$ cat config.mk
export PLATFORM = sky130hd
export DESIGN_NAME = cgm_gain_mute
export DESIGN_NICKNAME = d
export VERILOG_FILES = /design/src/hw/cgm_pkg.sv /design/src/hw/cgm_stream_if.sv /design/src/hw/cgm_fifo.sv /design/src/hw/cgm_gain_mute.sv
export VERILOG_INCLUDE_DIRS = /design/src /design/src/hw
export SDC_FILE = /design/constraint.sdc
export NUM_CORES = 2
export LEC_CHECK = 0
export ABC_AREA = 1
export BUFFER_PORTS_ARGS = -buffer_cell sky130_fd_sc_hd__buf_2
export CORE_UTILIZATION = 60
export DETAILED_ROUTE_END_ITERATION = 6
export GPL_TIMING_DRIVEN = 0
export PLACE_DENSITY = 0.76
export SLEW_MARGIN = 15
export SYNTH_ARGS = -nofsm -noshare
export SYNTH_HDL_FRONTEND = slang
export SYNTH_SLANG_ARGS = --single-unit
$ cat constraint.sdc
create_clock -name i_ref_clk -period 23.9 [get_ports i_ref_clk]
set_input_delay 1.195 -clock i_ref_clk [delete_from_list [all_inputs] [get_ports i_ref_clk]]
set_output_delay 1.195 -clock i_ref_clk [all_outputs]
set_load 0.1 [all_outputs]
$ cat src/hw/cgm_map.svh
`ifndef CGM_MAP_SVH
`define CGM_MAP_SVH

// page-2 register offsets
`define CGM_OFS_REL_TIMER   8'h22
`define CGM_OFS_GAIN_UPPER  8'h23
`define CGM_OFS_GAIN_LOWER  8'h24
`define CGM_OFS_SILENCE     8'h26
`define CGM_OFS_MASTER      8'h27
`define CGM_OFS_LEFT_LVL    8'h28
`define CGM_OFS_RIGHT_LVL   8'h29
`define CGM_OFS_HOLD_TIMER  8'h2a

// reset values
`define CGM_RST_GAIN_CTRL   16'h1505
`define CGM_RST_SILENCE     8'h00
`define CGM_RST_MASTER      8'h00
`define CGM_RST_LEVEL       8'h48
`define CGM_RST_TIMER       8'h00

// gain control field positions
`define CGM_GC_MUTE_HARD    0
`define CGM_GC_CHANGE_NOW   1
`define CGM_GC_AUTO_SILENCE 2
`define CGM_GC_BYPASS       3
`define CGM_GC_STEPPED      4
`define CGM_GC_COARSE       5
`define CGM_GC_CLR_LIMIT    7
`define CGM_GC_STEP_EXP_LO  8
`define CGM_GC_ZLEN_LO      11

// timer field positions
`define CGM_TM_COARSE       7

// codes and lengths
`define CGM_CODE_MUTE       8'hff
`define CGM_ZRUN_BASE       13'h0200
`define CGM_ZRUN_MAX        13'h1fff
`define CGM_STEP_ONE        8'h01
`define CGM_CODE_STEPS      9'd12
`define CGM_SHIFT_BASE      7'd9

// timing
`define CGM_MS_NS           1000000
`define CGM_CLK_NS          10
`define CGM_COARSE_LAST     4'h9
`define CGM_FIFO_DEPTH      32

`endif

$ cat src/hw/cgm_pkg.sv
package cgm_pkg;

   typedef logic signed [23:0] cgm_sample_t;

   typedef struct packed
   {
      cgm_sample_t left;
      cgm_sample_t right;
   } cgm_pair_t;

   typedef enum logic
   {
      CGM_SOFT_MUTE,
      CGM_HARD_MUTE
   } cgm_mute_kind_t;

endpackage : cgm_pkg

$ cat src/hw/cgm_stream_if.sv
`timescale 1ns/1ps

interface cgm_stream_if;
   import cgm_pkg::*;

   logic      valid;
   logic      ready;
   cgm_pair_t data;

   modport src (output valid, output data, input ready);
   modport snk (input valid, input data, output ready);
endinterface : cgm_stream_if

$ cat src/hw/cgm_fifo.sv
`timescale 1ns/1ps
`include "cgm_map.svh"

module cgm_fifo
   import cgm_pkg::*;
#(
   parameter int W     = $bits(cgm_pair_t),
   parameter int DEPTH = `CGM_FIFO_DEPTH
)
(
   input  wire logic   i_ref_clk,
   input  wire logic   i_reset,
   cgm_stream_if.snk   s_push,
   cgm_stream_if.src   s_pop
);

   localparam int AW = $clog2(DEPTH);

   logic [W-1:0]  mem_reg [DEPTH];
   logic [AW-1:0] wr_ptr_reg;
   logic [AW-1:0] rd_ptr_reg;
   logic [AW:0]   fill_reg;
   logic          do_push;
   logic          do_pop;

   // honest flags from the fill count
   assign s_push.ready = (fill_reg != (AW+1)'(DEPTH));
   assign s_pop.valid  = (fill_reg != '0);
   assign s_pop.data   = cgm_pair_t'(mem_reg[rd_ptr_reg]);
   assign do_push      = s_push.valid & s_push.ready;
   assign do_pop       = s_pop.valid & s_pop.ready;

   // storage has no reset, only the pointers matter
   always_ff @(posedge i_ref_clk)
   begin
      if (do_push)
         mem_reg[wr_ptr_reg] <= W'(s_push.data);
   end

   // pointers wrap since depth is a power of two
   always_ff @(posedge i_ref_clk or posedge i_reset)
   begin
      if (i_reset)
      begin
         wr_ptr_reg <= '0;
         rd_ptr_reg <= '0;
         fill_reg   <= '0;
      end
      else
      begin
         if (do_push)
            wr_ptr_reg <= wr_ptr_reg + 1'b1;
         if (do_pop)
            rd_ptr_reg <= rd_ptr_reg + 1'b1;
         if (do_push & ~do_pop)
            fill_reg <= fill_reg + 1'b1;
         else if (do_pop & ~do_push)
            fill_reg <= fill_reg - 1'b1;
      end
   end

endmodule : cgm_fifo

$ cat src/hw/cgm_gain_mute.sv
`timescale 1ns/1ps
`include "cgm_map.svh"

module cgm_gain_mute
   import cgm_pkg::*;
#(
   parameter int unsigned MS_CYCLES = (`CGM_MS_NS + `CGM_CLK_NS - 1) / `CGM_CLK_NS
)
(
   input  wire logic        i_ref_clk,
   input  wire logic        i_reset,
   input  wire logic [7:0]  i_reg_addr,
   input  wire logic        i_reg_wr,
   input  wire logic        i_reg_rd,
   input  wire logic [7:0]  i_reg_wdata,
   output logic      [7:0]  o_reg_rdata,
   input  wire logic        i_global_mute,
   input  wire logic [1:0]  i_limit_hit,
   output logic      [1:0]  o_limit_status,
   input  wire logic        i_hold_start,
   input  wire logic        i_release_start,
   output logic             o_hold_active,
   output logic             o_release_active,
   input  wire logic        i_in_valid,
   output logic             o_in_ready,
   input  wire logic [23:0] i_in_left,
   input  wire logic [23:0] i_in_right,
   output logic             o_out_valid,
   input  wire logic        i_out_ready,
   output logic      [23:0] o_out_left,
   output logic      [23:0] o_out_right
);

   ////////////////////////////////////////////////////////////////////////////////
   // register file

   logic [15:0] gain_ctrl_reg;
   logic [7:0]  silence_reg;
   logic [7:0]  master_reg;
   logic [7:0]  level_reg [2];
   logic [7:0]  hold_reg;
   logic [7:0]  release_reg;
   logic        limit_clear;

   // byte writes at the page-2 offsets, reserved bits stored as written
   always_ff @(posedge i_ref_clk or posedge i_reset)
   begin
      if (i_reset)
      begin
         gain_ctrl_reg <= `CGM_RST_GAIN_CTRL;
         silence_reg   <= `CGM_RST_SILENCE;
         master_reg    <= `CGM_RST_MASTER;
         level_reg[0]  <= `CGM_RST_LEVEL;
         level_reg[1]  <= `CGM_RST_LEVEL;
         hold_reg      <= `CGM_RST_TIMER;
         release_reg   <= `CGM_RST_TIMER;
      end
      else if (i_reg_wr)
      begin
         unique case (i_reg_addr)
            `CGM_OFS_GAIN_UPPER : gain_ctrl_reg[15:8] <= i_reg_wdata;
            `CGM_OFS_GAIN_LOWER : gain_ctrl_reg[7:0]  <= i_reg_wdata;
            `CGM_OFS_SILENCE    : silence_reg         <= i_reg_wdata;
            `CGM_OFS_MASTER     : master_reg          <= i_reg_wdata;
            `CGM_OFS_LEFT_LVL   : level_reg[0]        <= i_reg_wdata;
            `CGM_OFS_RIGHT_LVL  : level_reg[1]        <= i_reg_wdata;
            `CGM_OFS_HOLD_TIMER : hold_reg            <= i_reg_wdata;
            `CGM_OFS_REL_TIMER  : release_reg         <= i_reg_wdata;
            default             : ;
         endcase
      end
   end

   // read data held in a flop, unmapped offsets answer zero
   always_ff @(posedge i_ref_clk or posedge i_reset)
   begin
      if (i_reset)
         o_reg_rdata <= 8'h00;
      else if (i_reg_rd)
      begin
         unique case (i_reg_addr)
            `CGM_OFS_GAIN_UPPER : o_reg_rdata <= gain_ctrl_reg[15:8];
            `CGM_OFS_GAIN_LOWER : o_reg_rdata <= gain_ctrl_reg[7:0];
            `CGM_OFS_SILENCE    : o_reg_rdata <= silence_reg;
            `CGM_OFS_MASTER     : o_reg_rdata <= master_reg;
            `CGM_OFS_LEFT_LVL   : o_reg_rdata <= level_reg[0];
            `CGM_OFS_RIGHT_LVL  : o_reg_rdata <= level_reg[1];
            `CGM_OFS_HOLD_TIMER : o_reg_rdata <= hold_reg;
            `CGM_OFS_REL_TIMER  : o_reg_rdata <= release_reg;
            default             : o_reg_rdata <= 8'h00;
         endcase
      end
   end

   ////////////////////////////////////////////////////////////////////////////////
   // limit latches

   // a write of the lower gain byte with the clear bit set
   assign limit_clear = i_reg_wr & (i_reg_addr == `CGM_OFS_GAIN_LOWER)
                        & i_reg_wdata[`CGM_GC_CLR_LIMIT];

   // a new hit in the clearing cycle survives
   always_ff @(posedge i_ref_clk or posedge i_reset)
   begin
      if (i_reset)
         o_limit_status <= 2'b00;
      else
         o_limit_status <= (limit_clear ? 2'b00 : o_limit_status) | i_limit_hit;
   end

   ////////////////////////////////////////////////////////////////////////////////
   // time base

   logic [31:0] ms_cnt_reg;
   logic [3:0]  decade_reg;
   logic        tick_1ms;
   logic        tick_10ms;
   logic        unit_tick;
   logic [7:0]  step_cnt_reg;
   logic [7:0]  step_interval;
   logic        step_pulse_reg;

   assign tick_1ms  = (ms_cnt_reg == 32'(MS_CYCLES - 1));
   assign tick_10ms = tick_1ms & (decade_reg == `CGM_COARSE_LAST);

   // free-running millisecond and ten-millisecond dividers
   always_ff @(posedge i_ref_clk or posedge i_reset)
   begin
      if (i_reset)
      begin
         ms_cnt_reg <= '0;
         decade_reg <= '0;
      end
      else
      begin
         ms_cnt_reg <= tick_1ms ? '0 : ms_cnt_reg + 32'h0000_0001;
         if (tick_10ms)
            decade_reg <= '0;
         else if (tick_1ms)
            decade_reg <= decade_reg + 4'h1;
      end
   end

   // ramp interval counted in whichever unit is picked
   assign unit_tick     = gain_ctrl_reg[`CGM_GC_COARSE] ? tick_10ms : tick_1ms;
   assign step_interval = `CGM_STEP_ONE
                          << gain_ctrl_reg[`CGM_GC_STEP_EXP_LO +: 3];

   // phase of the first step is not aligned to the register write
   always_ff @(posedge i_ref_clk or posedge i_reset)
   begin
      if (i_reset)
      begin
         step_cnt_reg   <= '0;
         step_pulse_reg <= 1'b0;
      end
      else
      begin
         step_pulse_reg <= 1'b0;
         if (unit_tick)
         begin
            if (step_cnt_reg >= step_interval - `CGM_STEP_ONE)
            begin
               step_cnt_reg   <= '0;
               step_pulse_reg <= 1'b1;
            end
            else
               step_cnt_reg <= step_cnt_reg + 8'h01;
         end
      end
   end

   ////////////////////////////////////////////////////////////////////////////////
   // limiter hold and release timers

   logic [7:0] tm_cfg   [2];
   logic       tm_start [2];
   logic       tm_busy  [2];

   assign tm_cfg[0]        = hold_reg;
   assign tm_cfg[1]        = release_reg;
   assign tm_start[0]      = i_hold_start;
   assign tm_start[1]      = i_release_start;
   assign o_hold_active    = tm_busy[0];
   assign o_release_active = tm_busy[1];

   for (genvar t = 0; t < 2; t++)
   begin : g_timer
      logic [6:0] left_reg;
      logic       tick_sel;

      // count unit chosen by the top bit of the timer byte
      assign tick_sel   = tm_cfg[t][`CGM_TM_COARSE] ? tick_10ms : tick_1ms;
      assign tm_busy[t] = (left_reg != 7'h00);

      // first unit may run short by up to one tick period
      always_ff @(posedge i_ref_clk or posedge i_reset)
      begin
         if (i_reset)
            left_reg <= 7'h00;
         else if (tm_start[t])
            left_reg <= tm_cfg[t][6:0];
         else if (tick_sel & tm_busy[t])
            left_reg <= left_reg - 7'h01;
      end
   end

   ////////////////////////////////////////////////////////////////////////////////
   // zero-run detector

   logic [12:0]    zrun_reg;
   logic [12:0]    zrun_len;
   logic           auto_silent;
   logic           accept;
   cgm_mute_kind_t mute_kind;
   logic           bypass;

   assign accept    = i_in_valid & o_in_ready;
   assign mute_kind = cgm_mute_kind_t'(gain_ctrl_reg[`CGM_GC_MUTE_HARD]);
   assign bypass    = gain_ctrl_reg[`CGM_GC_BYPASS];
   assign zrun_len  = `CGM_ZRUN_BASE << gain_ctrl_reg[`CGM_GC_ZLEN_LO +: 2];

   // counts sample pairs with both channels zero, saturating
   always_ff @(posedge i_ref_clk or posedge i_reset)
   begin
      if (i_reset)
         zrun_reg <= '0;
      else if (accept)
      begin
         if ((i_in_left != 24'h000000) || (i_in_right != 24'h000000))
            zrun_reg <= '0;
         else if (zrun_reg != `CGM_ZRUN_MAX)
            zrun_reg <= zrun_reg + 13'h0001;
      end
   end

   assign auto_silent = gain_ctrl_reg[`CGM_GC_AUTO_SILENCE]
                        & (zrun_reg > zrun_len);

   ////////////////////////////////////////////////////////////////////////////////
   // per-channel gain

   // two to the power of minus k over twelve, unsigned with 15 fraction bits
   function automatic logic [15:0] cgm_mantissa(input logic [3:0] k);
      logic [15:0] m;
      m = 16'h8000;
      unique case (k)
         4'h0    : m = 16'h8000;
         4'h1    : m = 16'h78d1;
         4'h2    : m = 16'h7209;
         4'h3    : m = 16'h6ba2;
         4'h4    : m = 16'h6598;
         4'h5    : m = 16'h5fe4;
         4'h6    : m = 16'h5a82;
         4'h7    : m = 16'h556e;
         4'h8    : m = 16'h50a3;
         4'h9    : m = 16'h4c1c;
         4'ha    : m = 16'h47d6;
         4'hb    : m = 16'h43ce;
         default : m = 16'h0000;
      endcase
      return m;
   endfunction : cgm_mantissa

   cgm_sample_t ch_in  [2];
   cgm_sample_t ch_out [2];

   assign ch_in[0] = cgm_sample_t'(i_in_left);
   assign ch_in[1] = cgm_sample_t'(i_in_right);

   for (genvar c = 0; c < 2; c++)
   begin : g_chan
      logic [7:0]          cur_reg;
      logic [7:0]          cur_next;
      logic                sign_reg;
      logic                step_due_reg;
      logic                want_mute;
      logic [7:0]          target;
      logic                crossing;
      logic                may_change;
      logic                ramping;
      logic [8:0]          master_cut_level_sum;
      logic [8:0]          octave;
      logic [8:0]          fraction;
      logic [6:0]          shift;
      logic signed [40:0]  product;
      logic signed [40:0]  scaled;
      logic                silent;

      // any mute source drives the target to the mute code
      assign want_mute = silence_reg[c] | i_global_mute | auto_silent;
      assign target    = want_mute ? `CGM_CODE_MUTE : level_reg[c];
      assign crossing  = (ch_in[c] == 24'sh000000)
                         | (ch_in[c][23] != sign_reg);
      assign may_change = gain_ctrl_reg[`CGM_GC_CHANGE_NOW] | crossing;
      // soft mute reuses the ramp so silence fades in
      assign ramping   = gain_ctrl_reg[`CGM_GC_STEPPED]
                         | (want_mute & (mute_kind == CGM_SOFT_MUTE));

      // a step tick is remembered until a sample can spend it
      always_ff @(posedge i_ref_clk or posedge i_reset)
      begin
         if (i_reset)
            step_due_reg <= 1'b0;
         else if (step_pulse_reg)
            step_due_reg <= 1'b1;
         else if (accept & may_change)
            step_due_reg <= 1'b0;
      end

      // the sample being taken already uses the new level, so no sample of lag
      always_comb
      begin
         cur_next = cur_reg;
         if (may_change & (cur_reg != target) & !ramping)
            cur_next = target;
         else if (may_change & (cur_reg != target) & step_due_reg)
            cur_next = (cur_reg < target) ? cur_reg + 8'h01 : cur_reg - 8'h01;
      end

      // level in use moves at sample boundaries only
      always_ff @(posedge i_ref_clk or posedge i_reset)
      begin
         if (i_reset)
         begin
            cur_reg  <= `CGM_RST_LEVEL;
            sign_reg <= 1'b0;
         end
         else if (accept)
         begin
            sign_reg <= ch_in[c][23];
            cur_reg  <= cur_next;
         end
      end

      // sum of 0x48 is unity gain, smaller sums give up to +36 dB of gain
      assign master_cut_level_sum = {1'b0, cur_next} + {1'b0, master_reg};
      assign octave    = master_cut_level_sum / `CGM_CODE_STEPS;
      assign fraction  = master_cut_level_sum % `CGM_CODE_STEPS;
      assign shift     = `CGM_SHIFT_BASE + octave[6:0];
      assign product   = ch_in[c] * $signed({1'b0, cgm_mantissa(fraction[3:0])});
      assign scaled    = product >>> shift;
      // hard mute bypasses the ramp, FFh codes silence unless bypass is set
      assign silent    = (cur_next == `CGM_CODE_MUTE)
                         | (master_reg == `CGM_CODE_MUTE)
                         | (want_mute & (mute_kind == CGM_HARD_MUTE));

      // saturate back into 24 bits after the +36 dB headroom
      always_comb
      begin
         if (bypass)
            ch_out[c] = ch_in[c];
         else if (silent)
            ch_out[c] = 24'sh000000;
         else if (scaled > 41'sh00000_7fffff)
            ch_out[c] = 24'sh7fffff;
         else if (scaled < -41'sh00000_800000)
            ch_out[c] = 24'sh800000;
         else
            ch_out[c] = scaled[23:0];
      end
   end

   ////////////////////////////////////////////////////////////////////////////////
   // output stage and buffer

   cgm_stream_if to_fifo ();
   cgm_stream_if from_fifo ();

   logic      stage_valid_reg;
   cgm_pair_t stage_data_reg;

   // stage refills whenever the buffer takes its word
   assign o_in_ready = ~stage_valid_reg | to_fifo.ready;

   always_ff @(posedge i_ref_clk or posedge i_reset)
   begin
      if (i_reset)
      begin
         stage_valid_reg <= 1'b0;
         stage_data_reg  <= '0;
      end
      else if (o_in_ready)
      begin
         stage_valid_reg <= i_in_valid;
         if (i_in_valid)
            stage_data_reg <= '{left: ch_out[0], right: ch_out[1]};
      end
   end

   assign to_fifo.valid = stage_valid_reg;
   assign to_fifo.data  = stage_data_reg;

   cgm_fifo #(
      .W     ($bits(cgm_pair_t)),
      .DEPTH (`CGM_FIFO_DEPTH)
   ) u_fifo (
      .i_ref_clk (i_ref_clk),
      .i_reset   (i_reset),
      .s_push    (to_fifo),
      .s_pop     (from_fifo)
   );

   // downstream stall fills the buffer and then blocks input
   assign from_fifo.ready = i_out_ready;
   assign o_out_valid     = from_fifo.valid;
   assign o_out_left      = from_fifo.data.left;
   assign o_out_right     = from_fifo.data.right;

endmodule : cgm_gain_mute

==> impl_metrics.env <==
export IMPL_outcome="finished, violations left"
export IMPL_failed_checks="DRC, capacitance limit"
export IMPL_drc_errors=2
export IMPL_async_reset_ff_frac=0.131
export IMPL_hold_class="in2async"
export IMPL_synth_compound_area_frac=0.113
export IMPL_hpwl_um=280000
export IMPL_grt_ovfl_total=0
export IMPL_synth_ff_type="edfxtp_1"
export IMPL_postRouteAntennaNets=0
export IMPL_die_area_mm2=0.180
export IMPL_grt_max_degree=108
export IMPL_synth_xor_area_frac=0.0125
export IMPL_core_area_mm2=0.177
export IMPL_fmax_mhz=50.9
export IMPL_h_tree_depth=4
export IMPL_drt_iter0_markers=13889
export IMPL_final_layout_size_suffix_gt1_frac=0.0654
export IMPL_die_w_um=424
export IMPL_post_route_min_period_ns=19.63
export IMPL_cts_clk_slew_worst_paths_ns=0.07
export IMPL_synth_top_family_by_area="adder cells"
export IMPL_syn_avg_cell_area_um2=10.0
export IMPL_clock_latency_ns=0.87
export IMPL_grt_pass1_wl_um=553000
export IMPL_cts_root_buffer="clkbuf_16"
export IMPL_cp_required_ns=24.61
export IMPL_fill_cells=13340
export IMPL_area_growth_pct=10.6
export IMPL_synth_simple_area_share=0.144
export IMPL_relSlewSlack=0.0152
export IMPL_start_util=0.606
export IMPL_drt_pass1_iterations=7
export IMPL_wl_um=380000
export IMPL_crit_path_frequent_cell="nand2_1"
export IMPL_tightest_slew_ns=1.46
export IMPL_die_h_um=424
export IMPL_rows=154
export IMPL_tritoncts="built"
export IMPL_syn_area_mm2=0.107
export IMPL_yosysWarningCount=0
export IMPL_ctsHoldBuffers=0
export IMPL_antenna_found_initial=22
export IMPL_grt_usage=0.421
export IMPL_maxSlewViolCount=0
export IMPL_cts_sinks=1767
export IMPL_wl_per_cell_um=28.0
export IMPL_cts_setup_buffers=0
export IMPL_clock_tree_buffer_depth=3
export IMPL_rsz0062_at_grt="no"
export IMPL_cts_made_buffers=170
export IMPL_path_max_fanout=10
export IMPL_fin_skew_ns=0.0852
export IMPL_setup_viol=0
export IMPL_via_count=87929
export IMPL_grt_pass1_vias=87103
export IMPL_synth_cells=10689
export IMPL_seq_area_mm2=0.0520
export IMPL_ys_types=72
export IMPL_largest_reg_flops=1536
export IMPL_rrSetupSlack_ns=4.27
export IMPL_cts_resized=0
export IMPL_maxCapViolations=1
export IMPL_synth_fp_nets=11819
export IMPL_final_cell_mix="edfxtp_1, nor2_1, nand2_1"
export IMPL_yosysSeqAreaShare=0.485
export IMPL_fin_crit_sh=0.821
export IMPL_multi_input_area_mm2=0.0481
export IMPL_slowest_stage="xor2_1"
export IMPL_place_congestion=1.01
export IMPL_finalHoldViolations=0
export IMPL_port_buffers=123
export IMPL_synth_edf_count=1536
export IMPL_layout_commonest_cell="edfxtp_1"
export IMPL_setup_tns_final_ns=0
export IMPL_crit_path_start_kind="register"
export IMPL_slowest_delay_ns=0.77
export IMPL_critical_path_arrival_ns=20.34
export IMPL_drt_vias_per_instance=6.48
export IMPL_fin_nets=12211
export IMPL_synth_mux_area_frac=0.00123
export IMPL_synth_fa_ha_area_frac=0.176
export IMPL_critPathCaptureType="register"
export IMPL_crit_type="reg2reg"
export IMPL_ioPinCount=137
export IMPL_synth_seq_cells=1767
## logic make-up (layout without fill, tap and decap cells)
group / Yosys count / count (layout)
other: 1 / 14
and+or+nand+nor: 3764 / 3764
xor gates and xnor gates: 149 / 149
buffers and inverters: 1898 / 2428
DFF: 1767 / 1767
AOI/OAI and AO/OA: 2043 / 2043
muxes: 12 / 12
adders and majority gates: 1055 / 1055
## Yosys cell counts (39+ instances only)
master	instances	share of area
ha_1	296	0.035
a32oi_1	43	0.0035
a31oi_1	69	0.0040
xnor2_1	53	0.0043
nand4_1	39	0.0023
o22ai_1	112	0.0065
buf_2	46	0.0021
nand3_1	560	0.026
inv_1	1292	0.045
nor3_1	57	0.0027
dfrtp_1	218	0.051
fa_1	759	0.14
o21ai_0	1124	0.053
o221ai_1	287	0.023
xor2_1	92	0.0075
edfxtp_1	1536	0.43
clkbuf_1	464	0.016
a21oi_1	261	0.012
nor2_1	1560	0.055
nand2_1	1433	0.050
## per-stage QoR
stage | utilization | worst slack [ns] | hold WS [ns] | cells | instance area, um^2
3_5_place_dp | 0.639 | 4.67 | 0.451 | 13246 | 113000
5_1_grt | 0.670 | 2.70 | 0.320 | 13561 | 118000
4_1_cts | 0.670 | 4.52 | 0.302 | 13556 | 118000
2_1_floorplan | - | 9.69 | 0.423 | 10689 | 107000
3_3_place_gp | 0.626 | 4.97 | 0.442 | 13152 | 111000
6_report | 0.671 | 4.27 | 0.306 | 13572 | 118000
## cell type report
cell class,count,area share
Sequential cell,1767,0.439
Multi-Input combinational cell,7024,0.406
Inverter,1331,0.0423
Clock buffer,223,0.0386
Tap cell,2340,0.0247
Timing Repair Buffer,220,0.0221
Buffer,567,0.0194
Clock inverter,87,0.00778
Antenna cell,13,0.000275
## layer usage
metal	GRT usage	vias to the layer above	part of all wire
met2	0.645	6674	0.44
met1	0.519	42605	0.34
met3	0.107	1700	0.13
li1	-	36936	-
met5	0	-	0.00022
met4	0.307	14	0.090
## worst max-delay path: cells and delay by family, from the launching register on
kind | cells | cell delay [ns]
flip-flops | 1 | 0.44
buffers and inverters | 9 | 2.64
AO/OA/AOI/OAI | 22 | 5.25
adder cells (fa/ha/maj) | 11 | 4.84
AND/OR/NAND/NOR | 38 | 5.44
XOR/XNOR | 2 | 0.93
## final timing paths
path,startpoint,to,cells past startpoint
setup / recovery,gain_ctrl_reg[11]$_DFFE_PP0P_,stage_data_reg[34]$_DFFE_PP0P_,82
hold / removal,i_reset,u_fifo.rd_ptr_reg[1]$_DFFE_PP0P_,2
min in group i_ref_clk,zrun_reg[2]$_DFFE_PP0P_,zrun_reg[2]$_DFFE_PP0P_,1
max in group asynchronous,i_reset,ms_cnt_reg[11]$_DFF_PP0_,4
hold reg to reg,zrun_reg[2]$_DFFE_PP0P_,zrun_reg[2]$_DFFE_PP0P_,1
setup reg to reg,gain_ctrl_reg[11]$_DFFE_PP0P_,stage_data_reg[34]$_DFFE_PP0P_,82
Power is not shown: default switching activity piles up to over one toggle a cycle in this logic, so the estimate is an artifact.
